**src/hw/sltc_pkg.sv**
```systemverilog
// Shared constants and types for the serial link transmit configuration block.
// Assumes a byte-wide register port with 9-bit addresses in front of it.
package sltc_pkg;

    // Register addresses
    localparam logic [8:0] ADDR_LINK_CTRL_A  = 9'h142;
    localparam logic [8:0] ADDR_LINK_CTRL_B  = 9'h143;
    localparam logic [8:0] ADDR_TEST_CKSUM   = 9'h144;
    localparam logic [8:0] ADDR_ALIGN_REPEAT = 9'h145;
    localparam logic [8:0] ADDR_DEVICE_ID    = 9'h146;

    // Reset values
    localparam logic [7:0] RST_LINK_CTRL_A  = 8'h00;
    localparam logic [7:0] RST_LINK_CTRL_B  = 8'h00;
    localparam logic [7:0] RST_TEST_CKSUM   = 8'h00;
    localparam logic [7:0] RST_ALIGN_REPEAT = 8'h00;
    localparam logic [7:0] RST_DEVICE_ID    = 8'h00;

    // Control A field positions
    localparam int BIT_STANDBY_PD = 7;
    localparam int BIT_TAIL_PN    = 6;
    localparam int BIT_TEST_EN    = 5;
    localparam int BIT_LANE_SYNC  = 4;
    localparam int POS_ALIGN_MODE = 2;
    localparam int BIT_FRAME_ALIGN_DIS = 1;
    localparam int BIT_LINK_PD    = 0;

    // Control B field positions and writable mask
    localparam int         BIT_SYNC_INV    = 5;
    localparam int         BIT_ENC_BYPASS  = 2;
    localparam int         BIT_TX_INVERT   = 1;
    localparam int         BIT_TX_MIRROR   = 0;
    localparam logic [7:0] MASK_LINK_CTRL_B = 8'h27;

    // Test and checksum field positions
    localparam int BIT_CKSUM_DIS  = 7;
    localparam int BIT_CKSUM_ALG  = 6;
    localparam int POS_INJECT_SEL = 4;
    localparam int POS_PATTERN    = 0;

    // Alignment sequence: multiframes before the extra frames
    localparam int ALIGN_BASE_MULTIFRAMES = 4;

    // Alignment sequence modes
    typedef enum logic [1:0] {
        SLTC_ALIGN_OFF      = 2'b00,
        SLTC_ALIGN_ON       = 2'b01,
        SLTC_ALIGN_ALWAYS   = 2'b10,
        SLTC_ALIGN_RESERVED = 2'b11
    } sltc_align_mode_t;

    // Test data injection points
    typedef enum logic [1:0] {
        SLTC_INJ_NONE0 = 2'b00,
        SLTC_INJ_10B   = 2'b01,
        SLTC_INJ_8B    = 2'b10,
        SLTC_INJ_NONE3 = 2'b11
    } sltc_inject_t;

    // Test pattern codes
    localparam logic [3:0] PAT_OFF      = 4'h0;
    localparam logic [3:0] PAT_ALT      = 4'h1;
    localparam logic [3:0] PAT_TOGGLE   = 4'h2;
    localparam logic [3:0] PAT_PN_LONG  = 4'h3;
    localparam logic [3:0] PAT_PN_SHORT = 4'h4;
    localparam logic [3:0] PAT_USER     = 4'h6;
    localparam logic [3:0] PAT_RAMP     = 4'h7;
    localparam logic [3:0] PAT_MODIFIED = 4'h8;

    // Pattern constants
    localparam logic [9:0]  ALT_WORD      = 10'h2aa;
    localparam logic [22:0] PN_LONG_SEED  = 23'h7fffff;
    localparam logic [8:0]  PN_SHORT_SEED = 9'h1ff;
    localparam logic [14:0] TAIL_PN_SEED  = 15'h7fff;

    // Decoded link controls seen by the rest of the transmitter
    typedef struct packed {
        logic             link_powered;
        logic             tail_pn;
        logic             test_mode;
        logic             lane_sync_en;
        sltc_align_mode_t align_mode;
        logic             frame_align_char_insertion;
        logic             encoder_used;
        logic             cksum_en;
        logic             cksum_packed;
        sltc_inject_t     inject_sel;
        logic [3:0]       pattern_sel;
    } sltc_link_ctrl_t;

endpackage

```
**src/hw/sltc_top.sv**
```systemverilog
// Serial link transmit configuration: registers, decoded controls and the
// symbol-side effects (tail bits, test injection, invert, mirror, sync polarity).
// Assumes a byte-wide register port clocked by mclk and a lane of one
// 10-bit symbol per cycle.
`timescale 1ns/1ps

module sltc_top
    import sltc_pkg::*;
#(
    parameter int         SAMPLE_W  = 14,          // Converter sample width
    parameter logic [9:0] USER_WORD = 10'h17c      // Single user word pattern
)(
    input  wire logic                  mclk,            // Converter clock
    input  wire logic                  rst_n,           // Async reset, active low
    input  wire logic [8:0]            reg_addr,        // Register address
    input  wire logic                  reg_wr,          // Register write strobe
    input  wire logic                  reg_rd,          // Register read strobe
    input  wire logic [7:0]            reg_wdata,       // Register write data
    output logic      [7:0]            reg_rdata,       // Register read data
    output logic                       reg_rvalid,      // Read data valid pulse
    input  wire logic                  standby,         // Device in standby
    input  wire logic [4:0]            frames_per_mf,   // Frames per multiframe
    input  wire logic                  sync_request_input, // Raw sync request
    input  wire logic [SAMPLE_W-1:0]   sample_in,       // Converter sample
    input  wire logic [7:0]            scr_data_in,     // Octet to scrambler
    input  wire logic [9:0]            enc_sym_in,      // Encoder output symbol
    output logic [SAMPLE_W+1:0]        sample_word,     // Sample plus tail bits
    output logic [7:0]                 scr_data_out,    // Octet after injection
    output logic [9:0]                 serial_lane_outputs, // Symbol to serialiser
    output logic                       sync_request,    // Sync request, active high
    output sltc_link_ctrl_t            link_ctrl,       // Decoded link controls
    output logic [10:0]                align_frames,    // Alignment length in frames
    output logic [7:0]                 device_id        // Link device identifier
);

    localparam int TAIL_W = 2;                  // Tail bits below each sample

    logic [7:0]      ctrl_a_ff;
    logic [7:0]      ctrl_b_ff;
    logic [7:0]      test_ck_ff;
    logic [7:0]      align_rep_ff;
    logic [7:0]      dev_id_ff;
    logic [7:0]      nxt_rdata;
    logic [22:0]     pn_long_ff;
    logic [8:0]      pn_short_ff;
    logic [14:0]     tail_pn_ff;
    logic [9:0]      ramp_ff;
    logic            toggle_ff;
    logic [9:0]      nxt_pattern;
    logic [9:0]      nxt_sym;
    logic [9:0]      mirrored;
    logic            test_active;
    sltc_inject_t    inj_sel;
    logic [TAIL_W-1:0] nxt_tail;

    // Register writes
    always_ff @(posedge mclk or negedge rst_n)
    begin
        if (!rst_n)
        begin
            ctrl_a_ff    <= RST_LINK_CTRL_A;
            ctrl_b_ff    <= RST_LINK_CTRL_B;
            test_ck_ff   <= RST_TEST_CKSUM;
            align_rep_ff <= RST_ALIGN_REPEAT;
            dev_id_ff    <= RST_DEVICE_ID;
        end
        else if (reg_wr)
        begin
            unique case (reg_addr)
                ADDR_LINK_CTRL_A:  ctrl_a_ff    <= reg_wdata;
                ADDR_LINK_CTRL_B:  ctrl_b_ff    <= reg_wdata & MASK_LINK_CTRL_B;
                ADDR_TEST_CKSUM:   test_ck_ff   <= reg_wdata;
                ADDR_ALIGN_REPEAT: align_rep_ff <= reg_wdata;
                ADDR_DEVICE_ID:    dev_id_ff    <= reg_wdata;
                default:           ;
            endcase
        end
    end

    // Read mux, unmapped addresses read zero
    always_comb
    begin
        unique case (reg_addr)
            ADDR_LINK_CTRL_A:  nxt_rdata = ctrl_a_ff;
            ADDR_LINK_CTRL_B:  nxt_rdata = ctrl_b_ff;
            ADDR_TEST_CKSUM:   nxt_rdata = test_ck_ff;
            ADDR_ALIGN_REPEAT: nxt_rdata = align_rep_ff;
            ADDR_DEVICE_ID:    nxt_rdata = dev_id_ff;
            default:           nxt_rdata = 8'h00;
        endcase
    end

    // Registered read answer, one cycle after the strobe
    always_ff @(posedge mclk or negedge rst_n)
    begin
        if (!rst_n)
        begin
            reg_rdata  <= 8'h00;
            reg_rvalid <= 1'b0;
        end
        else
        begin
            reg_rvalid <= reg_rd;
            if (reg_rd)
            begin
                reg_rdata <= nxt_rdata;
            end
        end
    end

    // Decoded controls
    always_ff @(posedge mclk or negedge rst_n)
    begin
        if (!rst_n)
        begin
            link_ctrl    <= '0;
            align_frames <= 11'h000;
            device_id    <= 8'h00;
        end
        else
        begin
            link_ctrl.link_powered <= !ctrl_a_ff[BIT_LINK_PD]
                                      && !(standby && ctrl_a_ff[BIT_STANDBY_PD]);
            link_ctrl.tail_pn      <= ctrl_a_ff[BIT_TAIL_PN];
            link_ctrl.test_mode    <= ctrl_a_ff[BIT_TEST_EN];
            link_ctrl.lane_sync_en <= ctrl_a_ff[BIT_LANE_SYNC];
            link_ctrl.align_mode   <= sltc_align_mode_t'(ctrl_a_ff[POS_ALIGN_MODE +: 2]);
            link_ctrl.frame_align_char_insertion <= !ctrl_a_ff[BIT_FRAME_ALIGN_DIS];
            link_ctrl.encoder_used <= !ctrl_b_ff[BIT_ENC_BYPASS];
            link_ctrl.cksum_en     <= !test_ck_ff[BIT_CKSUM_DIS];
            link_ctrl.cksum_packed <= test_ck_ff[BIT_CKSUM_ALG];
            link_ctrl.inject_sel   <= sltc_inject_t'(test_ck_ff[POS_INJECT_SEL +: 2]);
            link_ctrl.pattern_sel  <= test_ck_ff[POS_PATTERN +: 4];
            // Four multiframes of K frames, plus count plus one frames
            align_frames <= 11'(ALIGN_BASE_MULTIFRAMES) * {6'h00, frames_per_mf}
                            + {3'h0, align_rep_ff} + 11'h001;
            device_id    <= dev_id_ff;
        end
    end

    // Sync request, normal polarity is active low on the pin
    always_ff @(posedge mclk or negedge rst_n)
    begin
        if (!rst_n)
        begin
            sync_request <= 1'b0;
        end
        else
        begin
            sync_request <= !(sync_request_input ^ ctrl_b_ff[BIT_SYNC_INV]);
        end
    end

    // Pattern sources: PN sequences, ramp, toggle
    always_ff @(posedge mclk or negedge rst_n)
    begin
        if (!rst_n)
        begin
            pn_long_ff  <= PN_LONG_SEED;
            pn_short_ff <= PN_SHORT_SEED;
            ramp_ff     <= 10'h000;
            toggle_ff   <= 1'b0;
        end
        else
        begin
            pn_long_ff  <= {pn_long_ff[21:0], pn_long_ff[22] ^ pn_long_ff[17]};
            pn_short_ff <= {pn_short_ff[7:0], pn_short_ff[8] ^ pn_short_ff[4]};
            ramp_ff     <= ramp_ff + 10'h001;
            toggle_ff   <= !toggle_ff;
        end
    end

    // Tail bit generator
    always_ff @(posedge mclk or negedge rst_n)
    begin
        if (!rst_n)
        begin
            tail_pn_ff <= TAIL_PN_SEED;
        end
        else
        begin
            tail_pn_ff <= {tail_pn_ff[13:0], tail_pn_ff[14] ^ tail_pn_ff[13]};
        end
    end

    // Test pattern select
    always_comb
    begin
        unique case (test_ck_ff[POS_PATTERN +: 4])
            PAT_ALT:      nxt_pattern = toggle_ff ? ~ALT_WORD : ALT_WORD;
            PAT_TOGGLE:   nxt_pattern = {10{toggle_ff}};
            PAT_PN_LONG:  nxt_pattern = pn_long_ff[9:0];
            PAT_PN_SHORT: nxt_pattern = {pn_short_ff, pn_short_ff[8]};
            PAT_USER:     nxt_pattern = USER_WORD;
            PAT_RAMP:     nxt_pattern = ramp_ff;
            PAT_MODIFIED: nxt_pattern = ramp_ff ^ ALT_WORD;
            default:      nxt_pattern = 10'h000;
        endcase
    end

    // Injection only while test mode is enabled and a pattern chosen
    assign test_active = ctrl_a_ff[BIT_TEST_EN]
                         && (test_ck_ff[POS_PATTERN +: 4] != PAT_OFF);
    assign inj_sel     = sltc_inject_t'(test_ck_ff[POS_INJECT_SEL +: 2]);

    // Encoder output or bypass, then 10-bit injection
    always_comb
    begin
        if (test_active && (inj_sel == SLTC_INJ_10B))
        begin
            nxt_sym = nxt_pattern;
        end
        else if (ctrl_b_ff[BIT_ENC_BYPASS])
        begin
            nxt_sym = {2'b00, scr_data_in};
        end
        else
        begin
            nxt_sym = enc_sym_in;
        end
    end

    // Bit order reversal
    for (genvar i = 0; i < 10; i++)
    begin : g_mirror
        assign mirrored[i] = nxt_sym[9-i];
    end

    // Symbol output with mirror and invert
    always_ff @(posedge mclk or negedge rst_n)
    begin
        if (!rst_n)
        begin
            serial_lane_outputs <= 10'h000;
        end
        else
        begin
            serial_lane_outputs <= (ctrl_b_ff[BIT_TX_MIRROR] ? mirrored : nxt_sym)
                                   ^ {10{ctrl_b_ff[BIT_TX_INVERT]}};
        end
    end

    // Octet to scrambler, with 8-bit injection
    always_ff @(posedge mclk or negedge rst_n)
    begin
        if (!rst_n)
        begin
            scr_data_out <= 8'h00;
        end
        else if (test_active && (inj_sel == SLTC_INJ_8B))
        begin
            scr_data_out <= nxt_pattern[7:0];
        end
        else
        begin
            scr_data_out <= scr_data_in;
        end
    end

    // Tail bits: zeros by default, pseudo-random when chosen
    always_comb
    begin
        if (ctrl_a_ff[BIT_TAIL_PN])
        begin
            nxt_tail = tail_pn_ff[TAIL_W-1:0];
        end
        else
        begin
            nxt_tail = '0;
        end
    end

    // Sample word with tail bits
    always_ff @(posedge mclk or negedge rst_n)
    begin
        if (!rst_n)
        begin
            sample_word <= '0;
        end
        else
        begin
            sample_word <= {sample_in, nxt_tail};
        end
    end

endmodule // sltc_top

```
**config.mk**
```make
export PLATFORM = sky130hd
export DESIGN_NAME = sltc_top
export DESIGN_NICKNAME = d
export VERILOG_FILES = /design/src/hw/sltc_pkg.sv /design/src/hw/sltc_top.sv
export SDC_FILE = /design/constraint.sdc
export NUM_CORES = 1
export LEC_CHECK = 0
export ABC_AREA = 1
export BUFFER_PORTS_ARGS = -buffer_cell sky130_fd_sc_hd__buf_2
export CORE_MARGIN = 8
export CORE_UTILIZATION = 54
export DETAILED_ROUTE_END_ITERATION = 12
export MAX_ROUTING_LAYER = met4
export PLACE_DENSITY = 0.81
export SYNTH_ARGS = -nofsm -noshare
export SYNTH_HDL_FRONTEND = slang
export SYNTH_SLANG_ARGS = --single-unit
export TNS_END_PERCENT = 5
```
**constraint.sdc**
```tcl
create_clock -name mclk -period 1.9 [get_ports mclk]
set_clock_uncertainty 0.05 [all_clocks]
set_input_delay 0.285 -clock mclk [delete_from_list [all_inputs] [get_ports mclk]]
set_output_delay 0.285 -clock mclk [all_outputs]
set_load 0.03 [all_outputs]
```
# == Yosys cells after proc, flatten, opt, wreduce, memory -nomap -nowiden ==
# Index checks and enable logic that the tools add are counted.
# op_classes
n_addsub,3
mul,0
n_div,0
order_cmp,0
n_eq_ne,14
n_shift,0
muxes,8
bitwise_logic,6
reduce_logical,18
# op_table
op,count
10-bit one-hot mux with 7 select lines,1
9-bit == test (second input constant),5
10-bit 2-to-1 mux,4
8-bit one-hot mux with 5 select lines,1
4-bit by 3-bit == test with 1-bit output (second input constant),3
10-bit by 1-bit adder with 10-bit output (second input constant),1
9-bit by 1-bit adder with 10-bit output (second input constant),1
2-bit AND reduction,5
10-bit XOR,1
7-bit by 8-bit adder with 9-bit output,1
4-bit by 2-bit == test with 1-bit output (second input constant),2
8-bit 2-to-1 mux,1
1-bit logical NOT,7
1-bit logical AND,5
5-bit inverter,1
4-bit by 1-bit == test with 1-bit output (second input constant),1
4-bit == test (second input constant),1
4-bit nonzero test,1
1-bit XOR,4
2-bit by 1-bit == test with 1-bit output (second input constant),1
2-bit == test (second input constant),1
2-bit 2-to-1 mux,1
# totals
reg_bits,172
latch_bits,0
ramBits,0
romBits,0
inputBits,60
output_inout_bits,79
elab_cells,78
memories,0

# == Logic depth before layout (Yosys ltp) ==
# Gate-level depths: netlist (run 1).
# logic_depth
ltp_word,6
mapped_depth,11
ltp_nobuf,11

# == Worst setup path after synthesis (run 1) ==
# OpenSTA, ideal clock, no wires.
# synth_path
kind,reg-to-reg
startpoint,reg align_rep_ff[2]
endpoint,reg align_frames[5]
setup_ns,0.079
t_arrival_ns,1.351
required_ns,1.771
setup_slack_ns,0.420
path_stages_with_launch,7
n_path_buf,0
path_cell_list,dfrtp_1 ha_1 nand2_1 o21bai_1 a21oi_1 o21ai_0 xor2_1
# synth_between
elab_chain_cells,2
# synth_rtl
element,line_no,text
start: declaration,sltc_top.sv:41,logic [7:0] align_rep_ff;
start signal: assignment,sltc_top.sv:73,ADDR_ALIGN_REPEAT: align_rep_ff <= reg_wdata;
7-bit by 8-bit adder with 9-bit output,sltc_top.sv:136,"+ {3'h0, align_rep_ff} + 11'h001;"
9-bit by 1-bit adder with 10-bit output,sltc_top.sv:136,
end signal: assignment,sltc_top.sv:135,"align_frames <= 11'(ALIGN_BASE_MULTIFRAMES) * {6'h00, frames_per_mf}"
end: declaration,sltc_top.sv:32,"output logic [10:0] align_frames,"
# Every way passes these cells.
# A chain may end at the register's enable or synchronous reset.

# == Worst setup path after layout (run 1) ==
# layout_path
startpoint,reg test_ck_ff[3]
endpoint,reg serial_lane_outputs[6]
# layout_between
elab_chain_cells,6
# layout_rtl
element,line_no,text
start: declaration,sltc_top.sv:40,logic [7:0] test_ck_ff;
start signal: assignment,sltc_top.sv:72,ADDR_TEST_CKSUM: test_ck_ff <= reg_wdata;
"parallel branches: the longest is 3 deep, another holds 10-bit one-hot mux with 7 select lines",-,
10-bit 2-to-1 mux (*),sltc_top.sv:209,if (test_active && (inj_sel == SLTC_INJ_10B))
10-bit 2-to-1 mux (*),sltc_top.sv:238,serial_lane_outputs <= (ctrl_b_ff[BIT_TX_MIRROR] ? mirrored : nxt_sym)
10-bit XOR (*),sltc_top.sv:239,^ {10{ctrl_b_ff[BIT_TX_INVERT]}};
end signal: assignment,sltc_top.sv:238,
end: declaration,sltc_top.sv:29,"output logic [9:0] serial_lane_outputs,"
# Every way passes the cells marked *.

==> results by group, run 1 <==
STA
  – Worst Max-Slew Pin Slew: 0.532 ns
  – WHS: 0.0489 ns
  – Final slew viol count: 0
  – RSZ-0062 raised after global routing: false
  – Hold Vio Cnt, Final: 0
  – Max_slew headroom: 0.644
  – Maximum clock rate: 580 MHz
  – Final cycle utilization of the critical path: 0.908
  – # setup viols final: 0
  – Tmin final: 1.73 ns
  – Final TNS setup: 0 ns

Cells and area
  – Final nets: 930
  – Synth-to-layout area growth: 25.2%
  – Layout cell share with drive strength beyond 1: 0.284
  – Layout filler cell count: 953
  – # diodes: 0
  – Final core utilization: 0.683

Critical path
  – CP Capture Point: serial_lane_outputs[6]
  – Worst path depth: 9
  – Setup crit end kind: register
  – Crit path largest cell delay: 0.46 ns
  – Crit path max fanout: 10
  – Critical Path AT: 1.99 ns
  – CP Cell Sequence: nor2_4 -> nand2_1 -> nand4_1 -> buf_4 -> nand2_1 -> nand3_1 -> nand2_1 -> nand2_1 -> nand2_1
  – Slowest CP cell: dfrtp_2
  – Reg2Reg Launch Point: test_ck_ff[3]
  – Critical path startpoint category: register
  – Required @ worst endpoint: 2.16 ns
  – Reg2reg setup slack: 0.17 ns
  – Critical path launch point: test_ck_ff[3]
  – Bufs and invs on worst path: 1
  – CP top delay family: simple AND/OR/NAND/NOR gates
  – Critical path class: reg2reg
  – Reg2reg end: serial_lane_outputs[6]
  – R2R cell count: 9
  – CP most frequent cell: nand2_1

Route
  – Post-DRT Antenna Nets: 0
  – Drt first pass iters: 6
  – Drt drc: 0
  – Post-Route WL: 16700 µm
  – DRT iter0 DRCs: 392
  – Vias per inst: 5.18
  – Vias post-DR: 5421
  – DR WL/cell: 16.0 µm

Logic synthesis
  – Synthesized area per cell: 9.84 µm²
  – Cell count after synthesis: 691
  – Flops & latches, synth: 171
  – Yosys cell types: 29
  – Sequential fraction of the synthesis area: 0.638
  – Synth warnings: 0
  – Cell Area, Synth: 6800 µm²

CTS
  – H-tree Lvls: 4
  – Clk sinks: 171
  – Worst-path clk slew: 0.06 ns
  – CTS buffer count: 17
  – Clock root buffer: clkbuf_16
  – CTS tree: done
  – Clock latency on the worst-skew pair: 0.42 ns
  – Worst-case clock buffer depth: 2

Placed design
  – Port Buf Inserts: 136
  – Detailed Place HPWL: 12400 µm
  – GP Congestion: 0.933

Floorplan
  – Initial core utilization: 0.546
  – Die height: 128 µm
  – I/O Pins: 139
  – Die area: 16400 µm²
  – Row count: 41
  – Core ar.: 12500 µm²
  – Die X: 128 µm

Pwr
  – Pwr dens: 901 nW/µm²
  – Switching pwr: 1.79 mW
  – Pleak: 4.27 nW
  – P_int: 5.89 mW
  – Switching part of the total power: 0.233
  – Comb pwr share: 0.083
  – VDD IR max: 0.669 mV
  – Seq pwr share: 0.495
  – Clock share of power: 0.422

Global routing
  – Vias in the first global route: 5497
  – GRT overflow: 0
  – Largest net degree at the start of global routing: 55
  – First-pass GRT wire length: 27200 µm
  – GRT Total Usage: 0.220
  – Antenna violations before repair: 0

Status
  – Status: completed

Worst hold path
  – Worst Hold Class: in2reg
  – Hold path cells: 1

Job
  – Max-cap violation count: 0
## synth_stat cells
library cell	n	area, µm²
xor2_1	17	149
nor2_2	6	37.5
buf_1	1	3.75
a21oi_1	15	75.1
nand2_4	1	11.3
buf_6	1	11.3
o21ai_1	6	30.0
buf_4	5	37.5
nand2_1	170	638
nand2_2	2	12.5
xnor2_1	1	8.76
o21ai_0	60	300
inv_2	3	11.3
nor3_1	6	30.0
nor2_4	2	22.5
o211ai_1	1	7.51
clkinv_1	2	7.51
conb_1	1	3.75
nor3_4	1	16.3
nand3_1	80	400
o21bai_1	2	15.0
nand4_1	20	125
buf_2	7	35.0
nor2_1	39	146
dfrtp_1	124	3100
ha_1	7	87.6
dfstp_2	47	1230
clkbuf_1	5	18.8
inv_1	59	221
## what timing repair did
| item | 4_1_cts | 5_1_grt |
|---|---|---|
| endpoints found under the setup margin | 0 | 10 |
| hold endpoints to repair | 49 | 0 |
| buffers inserted | 0 | 0 |
| hold buffers | 17 | 0 |
| resized for setup | 0 | 12 |
## area by class of cell
| type | count | area [µm²] | share of cell area |
|---|---|---|---|
| well taps | 172 | 215 | 0.0253 |
| clock buffers | 23 | 458 | 0.0538 |
| inverters | 64 | 244 | 0.0286 |
| clock inverters | 7 | 92.6 | 0.0109 |
| repair buffers | 170 | 1010 | 0.119 |
| repair inverters | 1 | 7.51 | 0.000881 |
| flip-flops and latches | 171 | 4340 | 0.510 |
| multi-input cells | 438 | 2150 | 0.252 |
## stage by stage
step | setup WS (ns) | area [µm²] | cells | total power [mW]
global route | 0.0211 | 8520 | 1046 | 7.96
detailed placement | 0.105 | 7750 | 998 | 4.46
floorplan | 0.420 | 6810 | 692 | 4.17
CTS | 0.107 | 8470 | 1045 | 7.74
finish | 0.175 | 8520 | 1046 | 7.68
global placement | 0.134 | 7750 | 998 | 4.45
## metal layers
| layer | GRT usage | wire (µm) | up-vias |
|---|---|---|---|
| met5 | - | 0 | - |
| met4 | 0.0790 | 360 | 0 |
| met3 | 0.0591 | 1040 | 36 |
| met2 | 0.346 | 8220 | 217 |
| met1 | 0.269 | 7110 | 2584 |
| li1 | - | - | 2584 |
## layout by cell type, fill, tap and decap left out, types with 4 or more instances in the layout
| cell | n |
|---|---|
| nand4_1 | 20 |
| nor2_2 | 6 |
| clkbuf_16 | 17 |
| nand3_1 | 79 |
| clkinvlp_4 | 4 |
| xor2_1 | 17 |
| buf_2 | 135 |
| ha_1 | 7 |
| dlygate4sd3_1 | 17 |
| nand2_1 | 169 |
| nor2_4 | 4 |
| buf_4 | 15 |
| clkbuf_1 | 5 |
| a21oi_1 | 15 |
| dfrtp_1 | 121 |
| inv_1 | 58 |
| nor2_1 | 37 |
| dfstp_2 | 47 |
| o21ai_1 | 6 |
| nor3_1 | 6 |
| o21ai_0 | 60 |
## power groups by stage
| stage | logic, mW | clock network [mW] | registers, mW |
|---|---|---|---|
| 6_report | 0.638 | 3.24 | 3.80 |
| 5_1_grt | 0.704 | 3.46 | 3.81 |
| 4_1_cts | 0.636 | 3.31 | 3.79 |
| 3_5_place_dp | 0.607 | 0 | 3.85 |
| 3_3_place_gp | 0.595 | 0 | 3.85 |
| 2_1_floorplan | 0.182 | 0 | 3.99 |
## flip-flops by register name, summed over array words and instances, names as in the netlist, 9 cells and up
name	cells
link_ctrl	16
pn_long_ff	23
tail_pn_ff	15
sample_word	16
serial_lane_outputs	10
align_frames	9
ramp_ff	10
pn_short_ff	9
## how the worst min path moves through the flow
stage	from	endpoint	slack, ns
after CTS	reg_rd	reg_rvalid	0.03
after global placement	rst_n	link_ctrl[0]	0.16
after detailed placement	rst_n	link_ctrl[0]	0.16
final	reg_rd	reg_rvalid	0.05
after floorplan	rst_n	align_frames[0]	-0.06
after global routing	reg_rd	reg_rvalid	0.04
## kinds of logic (layout without fill, tap and decap cells)
logic type | after synthesis | in the layout | synth area share
buffers and inverters | 83 | 265 | 0.0510
adder cells (fa/ha/maj) | 7 | 7 | 0.0129
flip-flops | 171 | 171 | 0.638
XOR/XNOR | 18 | 18 | 0.0232
other | 1 | 2 | 0.000551
AND/OR/NAND/NOR | 327 | 327 | 0.212
AO/OA/AOI/OAI | 84 | 84 | 0.0629
Power figures use the tool's default switching activity.
==> run 2: changes to the inputs <==
==> constraint.sdc (replaced) <==
create_clock -name mclk -period 2.1 [get_ports mclk]
set_clock_uncertainty 0.05 [all_clocks]
set_input_delay 0.315 -clock mclk [delete_from_list [all_inputs] [get_ports mclk]]
set_output_delay 0.315 -clock mclk [all_outputs]
set_load 0.03 [all_outputs]
==> results by group, run 2 (synthesized netlist as in run 1, its figures left out) <==
Critical path
  – CP Cell Sequence: nor2_2 -> nand3_1 -> nand2_2 -> inv_1 -> nand3_1 -> nand3_1 -> nand2_1 -> nand2_1 -> nand2_1
  – Critical path class: reg2reg
  – Slowest CP cell: dfrtp_1
  – Crit path max fanout: 7 (-3)
  – CP Capture Point: serial_lane_outputs[0]
  – Crit path largest cell delay: 0.46 ns (about the same)
  – Reg2reg setup slack: 0.21 ns (+0.04 ns)
  – Reg2reg end: serial_lane_outputs[0]
  – Setup crit end kind: register
  – R2R cell count: 9 (unchanged)
  – Critical path launch point: test_ck_ff[2]
  – Reg2Reg Launch Point: test_ck_ff[2]
  – Critical Path AT: 2.21 ns (+0.22 ns)
  – Required @ worst endpoint: 2.42 ns (+0.26 ns)
  – Critical path startpoint category: register

Cells and area
  – Layout filler cell count: 967 (+1.5%)
  – Most common cell after layout, fill and taps aside: nand2_1
  – Largest registers: pn_long_ff: 23 flops, link_ctrl: 16 flops, sample_word: 16 flops
  – Final nets: 921 (-0.97%)
  – Biggest register: pn_long_ff
  – Most frequent cells in the layout: nand2_1 (170), buf_2 (135), dfrtp_1 (124)
  – Max FFs per register: 23 (unchanged)
  – Synth-to-layout area growth: 24.2%
  – Layout cell share with drive strength beyond 1: 0.271 (-0.0127)

Route
  – Vias per inst: 5.20 (+0.35%)
  – Vias post-DR: 5409 (-0.22%)
  – Drt drc: 0 (unchanged)
  – WL met2: 8520 µm (+3.6%)
  – Drt first pass iters: 5 (-1)
  – Met1 Wirelength: 6980 µm (-1.8%)
  – Post-Route WL: 17200 µm (+3.0%)
  – Post-DRT Antenna Nets: 0 (unchanged)
  – WL met3: 1150 µm (+11%)
  – DR WL/cell: 16.6 µm (+3.6%)
  – DRT iter0 DRCs: 385 (-1.8%)
  – Top sig layer: met4

STA
  – Hold Vio Cnt, Final: 0 (unchanged)
  – RSZ-0062 raised after global routing: false
  – Tmin final: 1.89 ns (+0.160 ns)
  – Final TNS setup: 0 ns (unchanged)
  – WHS: 0.0638 ns (+0.0149 ns)
  – Max_slew headroom: 0.633 (-0.0116)
  – Worst Max-Slew Pin Slew: 0.550 ns (+0.0174 ns)
  – Maximum clock rate: 530 MHz (-8.5%)
  – Final cycle utilization of the critical path: 0.898 (-0.0103)
  – Final slew viol count: 0 (unchanged)
  – # setup viols final: 0 (unchanged)

Floorplan
  – Die X: 128 µm (unchanged)
  – Initial core utilization: 0.546 (unchanged)
  – Core ar.: 12500 µm² (unchanged)
  – Die height: 128 µm (unchanged)
  – I/O Pins: 139 (unchanged)
  – Die area: 16400 µm² (unchanged)
  – Row count: 41 (unchanged)

Global routing
  – GRT Total Usage: 0.229 (+0.00916)
  – Antenna violations before repair: 1 (+1)
  – Largest net degree at the start of global routing: 65 (+18%)
  – Vias in the first global route: 5651 (+2.8%)
  – GRT overflow: 0 (unchanged)
  – First-pass GRT wire length: 28400 µm (+4.3%)

CTS
  – CTS tree: done
  – Clock latency on the worst-skew pair: 0.43 ns (about the same)
  – CTS buffer count: 17 (unchanged)
  – Clk sinks: 171 (unchanged)
  – Clock root buffer: clkbuf_16
  – Worst-case clock buffer depth: 2 (unchanged)
  – H-tree Lvls: 4 (unchanged)
  – Setup Fix Bufs, Post-CTS: 0 (unchanged)
  – Worst-path clk slew: 0.07 ns (about the same)

Placed design
  – Port Buf Inserts: 136 (unchanged)
  – Detailed Place HPWL: 12200 µm (-1.3%)
  – GP Congestion: 0.911 (-2.4%)

Job
  – Max-cap violation count: 0 (unchanged)

Status
  – Status: completed

Pwr
  – Pleak: 4.25 nW (-0.55%)
  – Pwr dens: 838 nW/µm² (-7.0%)
  – VDD IR max: 0.604 mV (-9.7%)

Worst hold path
  – Worst Hold Class: in2reg
[run 2: worst min-delay path by stage]
| stage | from | endpoint | depth (start not counted) |
|---|---|---|---|
| floorplan | rst_n | align_frames[0] | 0 |
| detailed placement | rst_n | link_ctrl[0] | 1 |
| global route | reg_rd | reg_rvalid | 1 |
| CTS | reg_rd | reg_rvalid | 1 |
| global placement | rst_n | link_ctrl[1] | 1 |
| finish | reg_wdata[5] | test_ck_ff[5] | 3 |
[run 2: cell type report]
type	instances	area, µm²	share of cell area
Multi-Input combinational cell	438	2130	0.252
Clock inverter	10	115	0.0136
Tap cell	172	215	0.0255
Timing Repair Buffer	162	950	0.112
Antenna cell	1	2.50	0.000296
Clock buffer	22	464	0.0549
Inverter	64	240	0.0284
Sequential cell	171	4340	0.513
[run 2: worst max-delay path, delay by kind of cell (launching register included)]
kind	cells	cell delay, ns
and+or+nand+nor	8	1.27
buffers and inverters	1	0.05
DFF	1	0.46
[run 2: stage by stage]
stage | instance area [µm²] | util | setup slack, ns | power (mW) | instances
finish | 8450 | 0.678 | 0.215 | 7.08 | 1040
global route | 8450 | 0.678 | 0.0219 | 7.33 | 1040
CTS | 8440 | 0.677 | 0.220 | 7.13 | 1039
detailed placement | 7690 | 0.617 | 0.248 | 4.03 | 990
global placement | 7690 | 0.617 | 0.295 | 4.02 | 990
floorplan | 6810 | - | 0.620 | 3.77 | 692
[run 2: routing by layer]
metal,up-vias,track usage
li1,2562,-
met1,2602,0.262
met2,193,0.365
met3,52,0.0611
met4,0,0.122
met5,-,-
[run 2: what timing repair did]
item / in CTS / in global routing
endpoints found under the setup margin: 0 / 2
hold buffers: 17 / 0
hold endpoints to repair: 129 / 0
resized for setup: 0 / 1
[run 2: power by group]
group / leakage [nW] / total (mW) / internal [mW] / switching [mW]
registers: 2.02 / 3.43 / 3.38 / 0.0520
clock network: 0.279 / 3.08 / 1.81 / 1.27
logic: 1.95 / 0.565 / 0.173 / 0.391
==> run 3: changes to the inputs <==
--- a/config.mk
+++ b/config.mk
@@ -5,7 +5,6 @@
 export SDC_FILE = /design/constraint.sdc
 export NUM_CORES = 1
 export LEC_CHECK = 0
-export ABC_AREA = 1
 export BUFFER_PORTS_ARGS = -buffer_cell sky130_fd_sc_hd__buf_2
 export CORE_MARGIN = 8
 export CORE_UTILIZATION = 54
==> results by group, run 3 <==
Critical path
  – Reg2reg end: serial_lane_outputs[6]
  – Reg2reg setup slack: -0.02 ns (-0.23 ns)
  – CP Cell Sequence: buf_6 -> and3b_1 -> a21oi_1 -> o32ai_1 -> o221ai_1 -> xnor2_1
  – Crit path max fanout: 21 (+14)
  – Slowest CP cell: o32ai_1
  – Critical Path AT: 2.34 ns (+0.13 ns)
  – Crit path largest cell delay: 0.50 ns (+0.04 ns)
  – Setup crit end kind: register
  – Reg2Reg Launch Point: test_ck_ff[0]
  – Critical path class: reg2reg
  – R2R cell count: 6 (-3)
  – Critical path startpoint category: register
  – Required @ worst endpoint: 2.32 ns (-0.10 ns)

Status
  – Failing checks: negative setup slack
  – Status: complete, but fails checks

CTS
  – Setup Fix Bufs, Post-CTS: 0 (unchanged)
  – Clk sinks: 171 (unchanged)
  – Worst-path clk slew: 0.07 ns (about the same)
  – CTS tree: done
  – Clock latency on the worst-skew pair: 0.41 ns (-0.02 ns)
  – Worst-case clock buffer depth: 2 (unchanged)
  – Clock root buffer: clkbuf_16
  – H-tree Lvls: 4 (unchanged)
  – CTS buffer count: 17 (unchanged)

Global routing
  – First-pass GRT wire length: 25100 µm (-12%)
  – GRT overflow: 0 (unchanged)
  – Largest net degree at the start of global routing: 63 (-3.1%)
  – Vias in the first global route: 4975 (-12%)
  – GRT Total Usage: 0.200 (-0.0293)
  – Antenna violations before repair: 0 (-1)

Logic synthesis
  – Flops & latches, synth: 171 (unchanged)
  – Most common cell in the netlist: dfrtp_1
  – Sequential fraction of the synthesis area: 0.625 (-0.0131)
  – Post-synth EDFFs: 0 (unchanged)
  – Ys flop type: dfrtp_1
  – Synth warnings: 0 (unchanged)
  – Cell taking the most area after synthesis: dfrtp_1
  – Post-synth top area share: 0.447 (-0.00937)
  – Top post-synthesis cells by area: dfrtp_1 (45%), dfstp_2 (18%), mux2_2 (5.8%), mux2i_1 (2.9%), xnor2_1 (2.6%)
  – Cell count after synthesis: 508 (-26%)
  – Synthesized area per cell: 13.7 µm² (+39%)
  – Cell Area, Synth: 6940 µm² (+2.1%)
  – Post-synth top cells: dfrtp_1 (124), dfstp_2 (47), mux2_2 (36)
  – Yosys cell types: 64 (+120%)
  – Synth async-reset ratio: 1.00 (unchanged)

Route
  – DR WL/cell: 18.4 µm (+11%)
  – Post-Route WL: 15800 µm (-8.1%)
  – Drt drc: 0 (unchanged)
  – Vias per inst: 5.48 (+5.3%)
  – Post-DRT Antenna Nets: 0 (unchanged)
  – Vias post-DR: 4712 (-13%)
  – Drt first pass iters: 5 (unchanged)
  – DRT iter0 DRCs: 434 (+13%)

Worst hold path
  – Min-delay src: sync_request_input
  – Hold path cells: 2 (-1)
  – Hold path endpoint: sync_request
  – Worst Hold Class: in2reg

Cells and area
  – Final core utilization: 0.693 (+0.0155)
  – Synth-to-layout area growth: 25.5%
  – Largest registers: pn_long_ff: 23 flops, link_ctrl: 16 flops, sample_word: 16 flops
  – Biggest register: pn_long_ff
  – Most common cell after layout, fill and taps aside: buf_2
  – Final nets: 742 (-19%)
  – Layout cell share with drive strength beyond 1: 0.442 (+0.171)
  – Most frequent cells in the layout: buf_2 (135), dfrtp_1 (121), dfstp_2 (47)
  – # diodes: 0 (-1)
  – Max FFs per register: 23 (unchanged)
  – Final cell count without fillers: 860 (-17%)

STA
  – Maximum clock rate: 473 MHz (-11%)
  – Hold Vio Cnt, Final: 0 (unchanged)
  – # setup viols final: 1 (+1)
  – Max_slew headroom: 0.571 (-0.0613)
  – Post-route setup slack: -0.0160 ns (-0.231 ns)
  – RSZ-0062 raised after global routing: false
  – Final slew viol count: 0 (unchanged)
  – Tmin final: 2.12 ns (+0.231 ns)
  – Worst Max-Slew Pin Slew: 0.643 ns (+0.0932 ns)
  – Final cycle utilization of the critical path: 1.01 (+0.110)

Placed design
  – Detailed Place HPWL: 11300 µm (-7.5%)
  – GP Congestion: 0.897 (-1.4%)
  – Port Buf Inserts: 136 (unchanged)
  – Dpl cells: 813 (-18%)

Job
  – Max-cap violation count: 0 (unchanged)

Floorplan
  – Initial core utilization: 0.553 (+0.00689)
  – Row count: 41 (unchanged)
  – Die area: 16700 µm² (+1.8%)
  – I/O Pins: 139 (unchanged)
  – Core ar.: 12600 µm² (+0.82%)
  – Die X: 129 µm (+0.91%)
  – Die height: 129 µm (+0.91%)

Pwr
  – VDD IR max: 0.640 mV (+6.0%)
  – Pleak: 4.09 nW (-3.7%)
  – Pwr dens: 844 nW/µm² (+0.75%)
## run 3: cell count changes in the layout (fill, tap and decap cells not counted), moves of 9 or more
cell      before  now
nand2_1      170   21
nand3_1       80    7
o21ai_0       60   15
inv_1         59   23
mux2_2         0   36
mux2i_1        0   20
xnor2_1        1   21
nand4_1       20    1
nor2_1        39   23
buf_4          7   18
xor2_1        17    7
o221ai_1       0    9
## run 3: area by class of cell
type                            count  area, µm²
Clock inverter                     13        180
Fill cell                         837       3850
Clock buffer                       19        453
Multi-Input combinational cell    288       2390
Timing Repair Buffer              173       1040
Tap cell                          172        215
Sequential cell                   171       4340
Inverter                           24       90.1
## run 3: power by group
part	switching, mW	internal, mW
logic	0.395	0.240
clock network	1.32	1.97
registers	0.0495	3.38
## run 3: logic make-up (layout without fill, tap and decap cells)
kind of cell | Yosys count | count (layout) | synth area share
muxes | 70 | 70 | 0.124
adders and majority gates | 7 | 7 | 0.0126
other | 1 | 2 | 0.000540
xor gates and xnor gates | 28 | 28 | 0.0353
buffers and inverters | 50 | 229 | 0.0364
DFF | 171 | 171 | 0.625
and+or+nand+nor | 88 | 88 | 0.0728
AOI/OAI and AO/OA | 93 | 93 | 0.0937
## run 3: worst max-delay path, delay by kind of cell, from the launching register on
kind	cells	cell delay, ns
compound gates	3	0.80
xor+xnor	1	0.17
buf+inv	1	0.24
flops	1	0.48
simple gates	1	0.23
## run 3: worst max-delay path by stage
| stage | startpoint | to | slack, ns | depth (start not counted) |
|---|---|---|---|---|
| after CTS | test_ck_ff[0] | serial_lane_outputs[7] | 0.01 | 6 |
| final | test_ck_ff[0] | serial_lane_outputs[6] | -0.02 | 6 |
| after global placement | reg_addr[3] | test_ck_ff[4] | 0.08 | 6 |
| after detailed placement | test_ck_ff[1] | serial_lane_outputs[9] | -0.003 | 6 |
| after global routing | test_ck_ff[0] | serial_lane_outputs[7] | 0.006 | 6 |
| after floorplan | reg_addr[3] | test_ck_ff[0] | 0.26 | 6 |
## run 3: per-stage QoR
stage | power, mW | hold WS (ns) | setup slack (ns) | TNS, ns | area (µm²)
after global routing | 7.62 | 0.0161 | 0.00603 | 0 | 8710
after detailed placement | 4.10 | 0.246 | -0.00308 | -0.00308 | 7890
after floorplan | 3.83 | -0.0306 | 0.260 | 0 | 6950
after global placement | 4.08 | 0.240 | 0.0850 | 0 | 7890
after CTS | 7.42 | 0.00795 | 0.0100 | 0 | 8670
final | 7.36 | 0.0208 | -0.0160 | -0.0160 | 8710
## run 3: timing repair
item / CTS / global route
hold buffers: 15 / 0
setup endpoints to repair: 0 / 10
gates resized for setup: 0 / 9
endpoints found under the hold margin: 47 / 0
## run 3: per-layer routing
metal / up-vias / routed length [µm] / track usage
met3: 14 / 1100 / 0.0530
li1: 2132 / - / -
met2: 181 / 7930 / 0.321
met5: - / 0 / -
met1: 2385 / 6650 / 0.242
met4: 0 / 147 / 0.0663
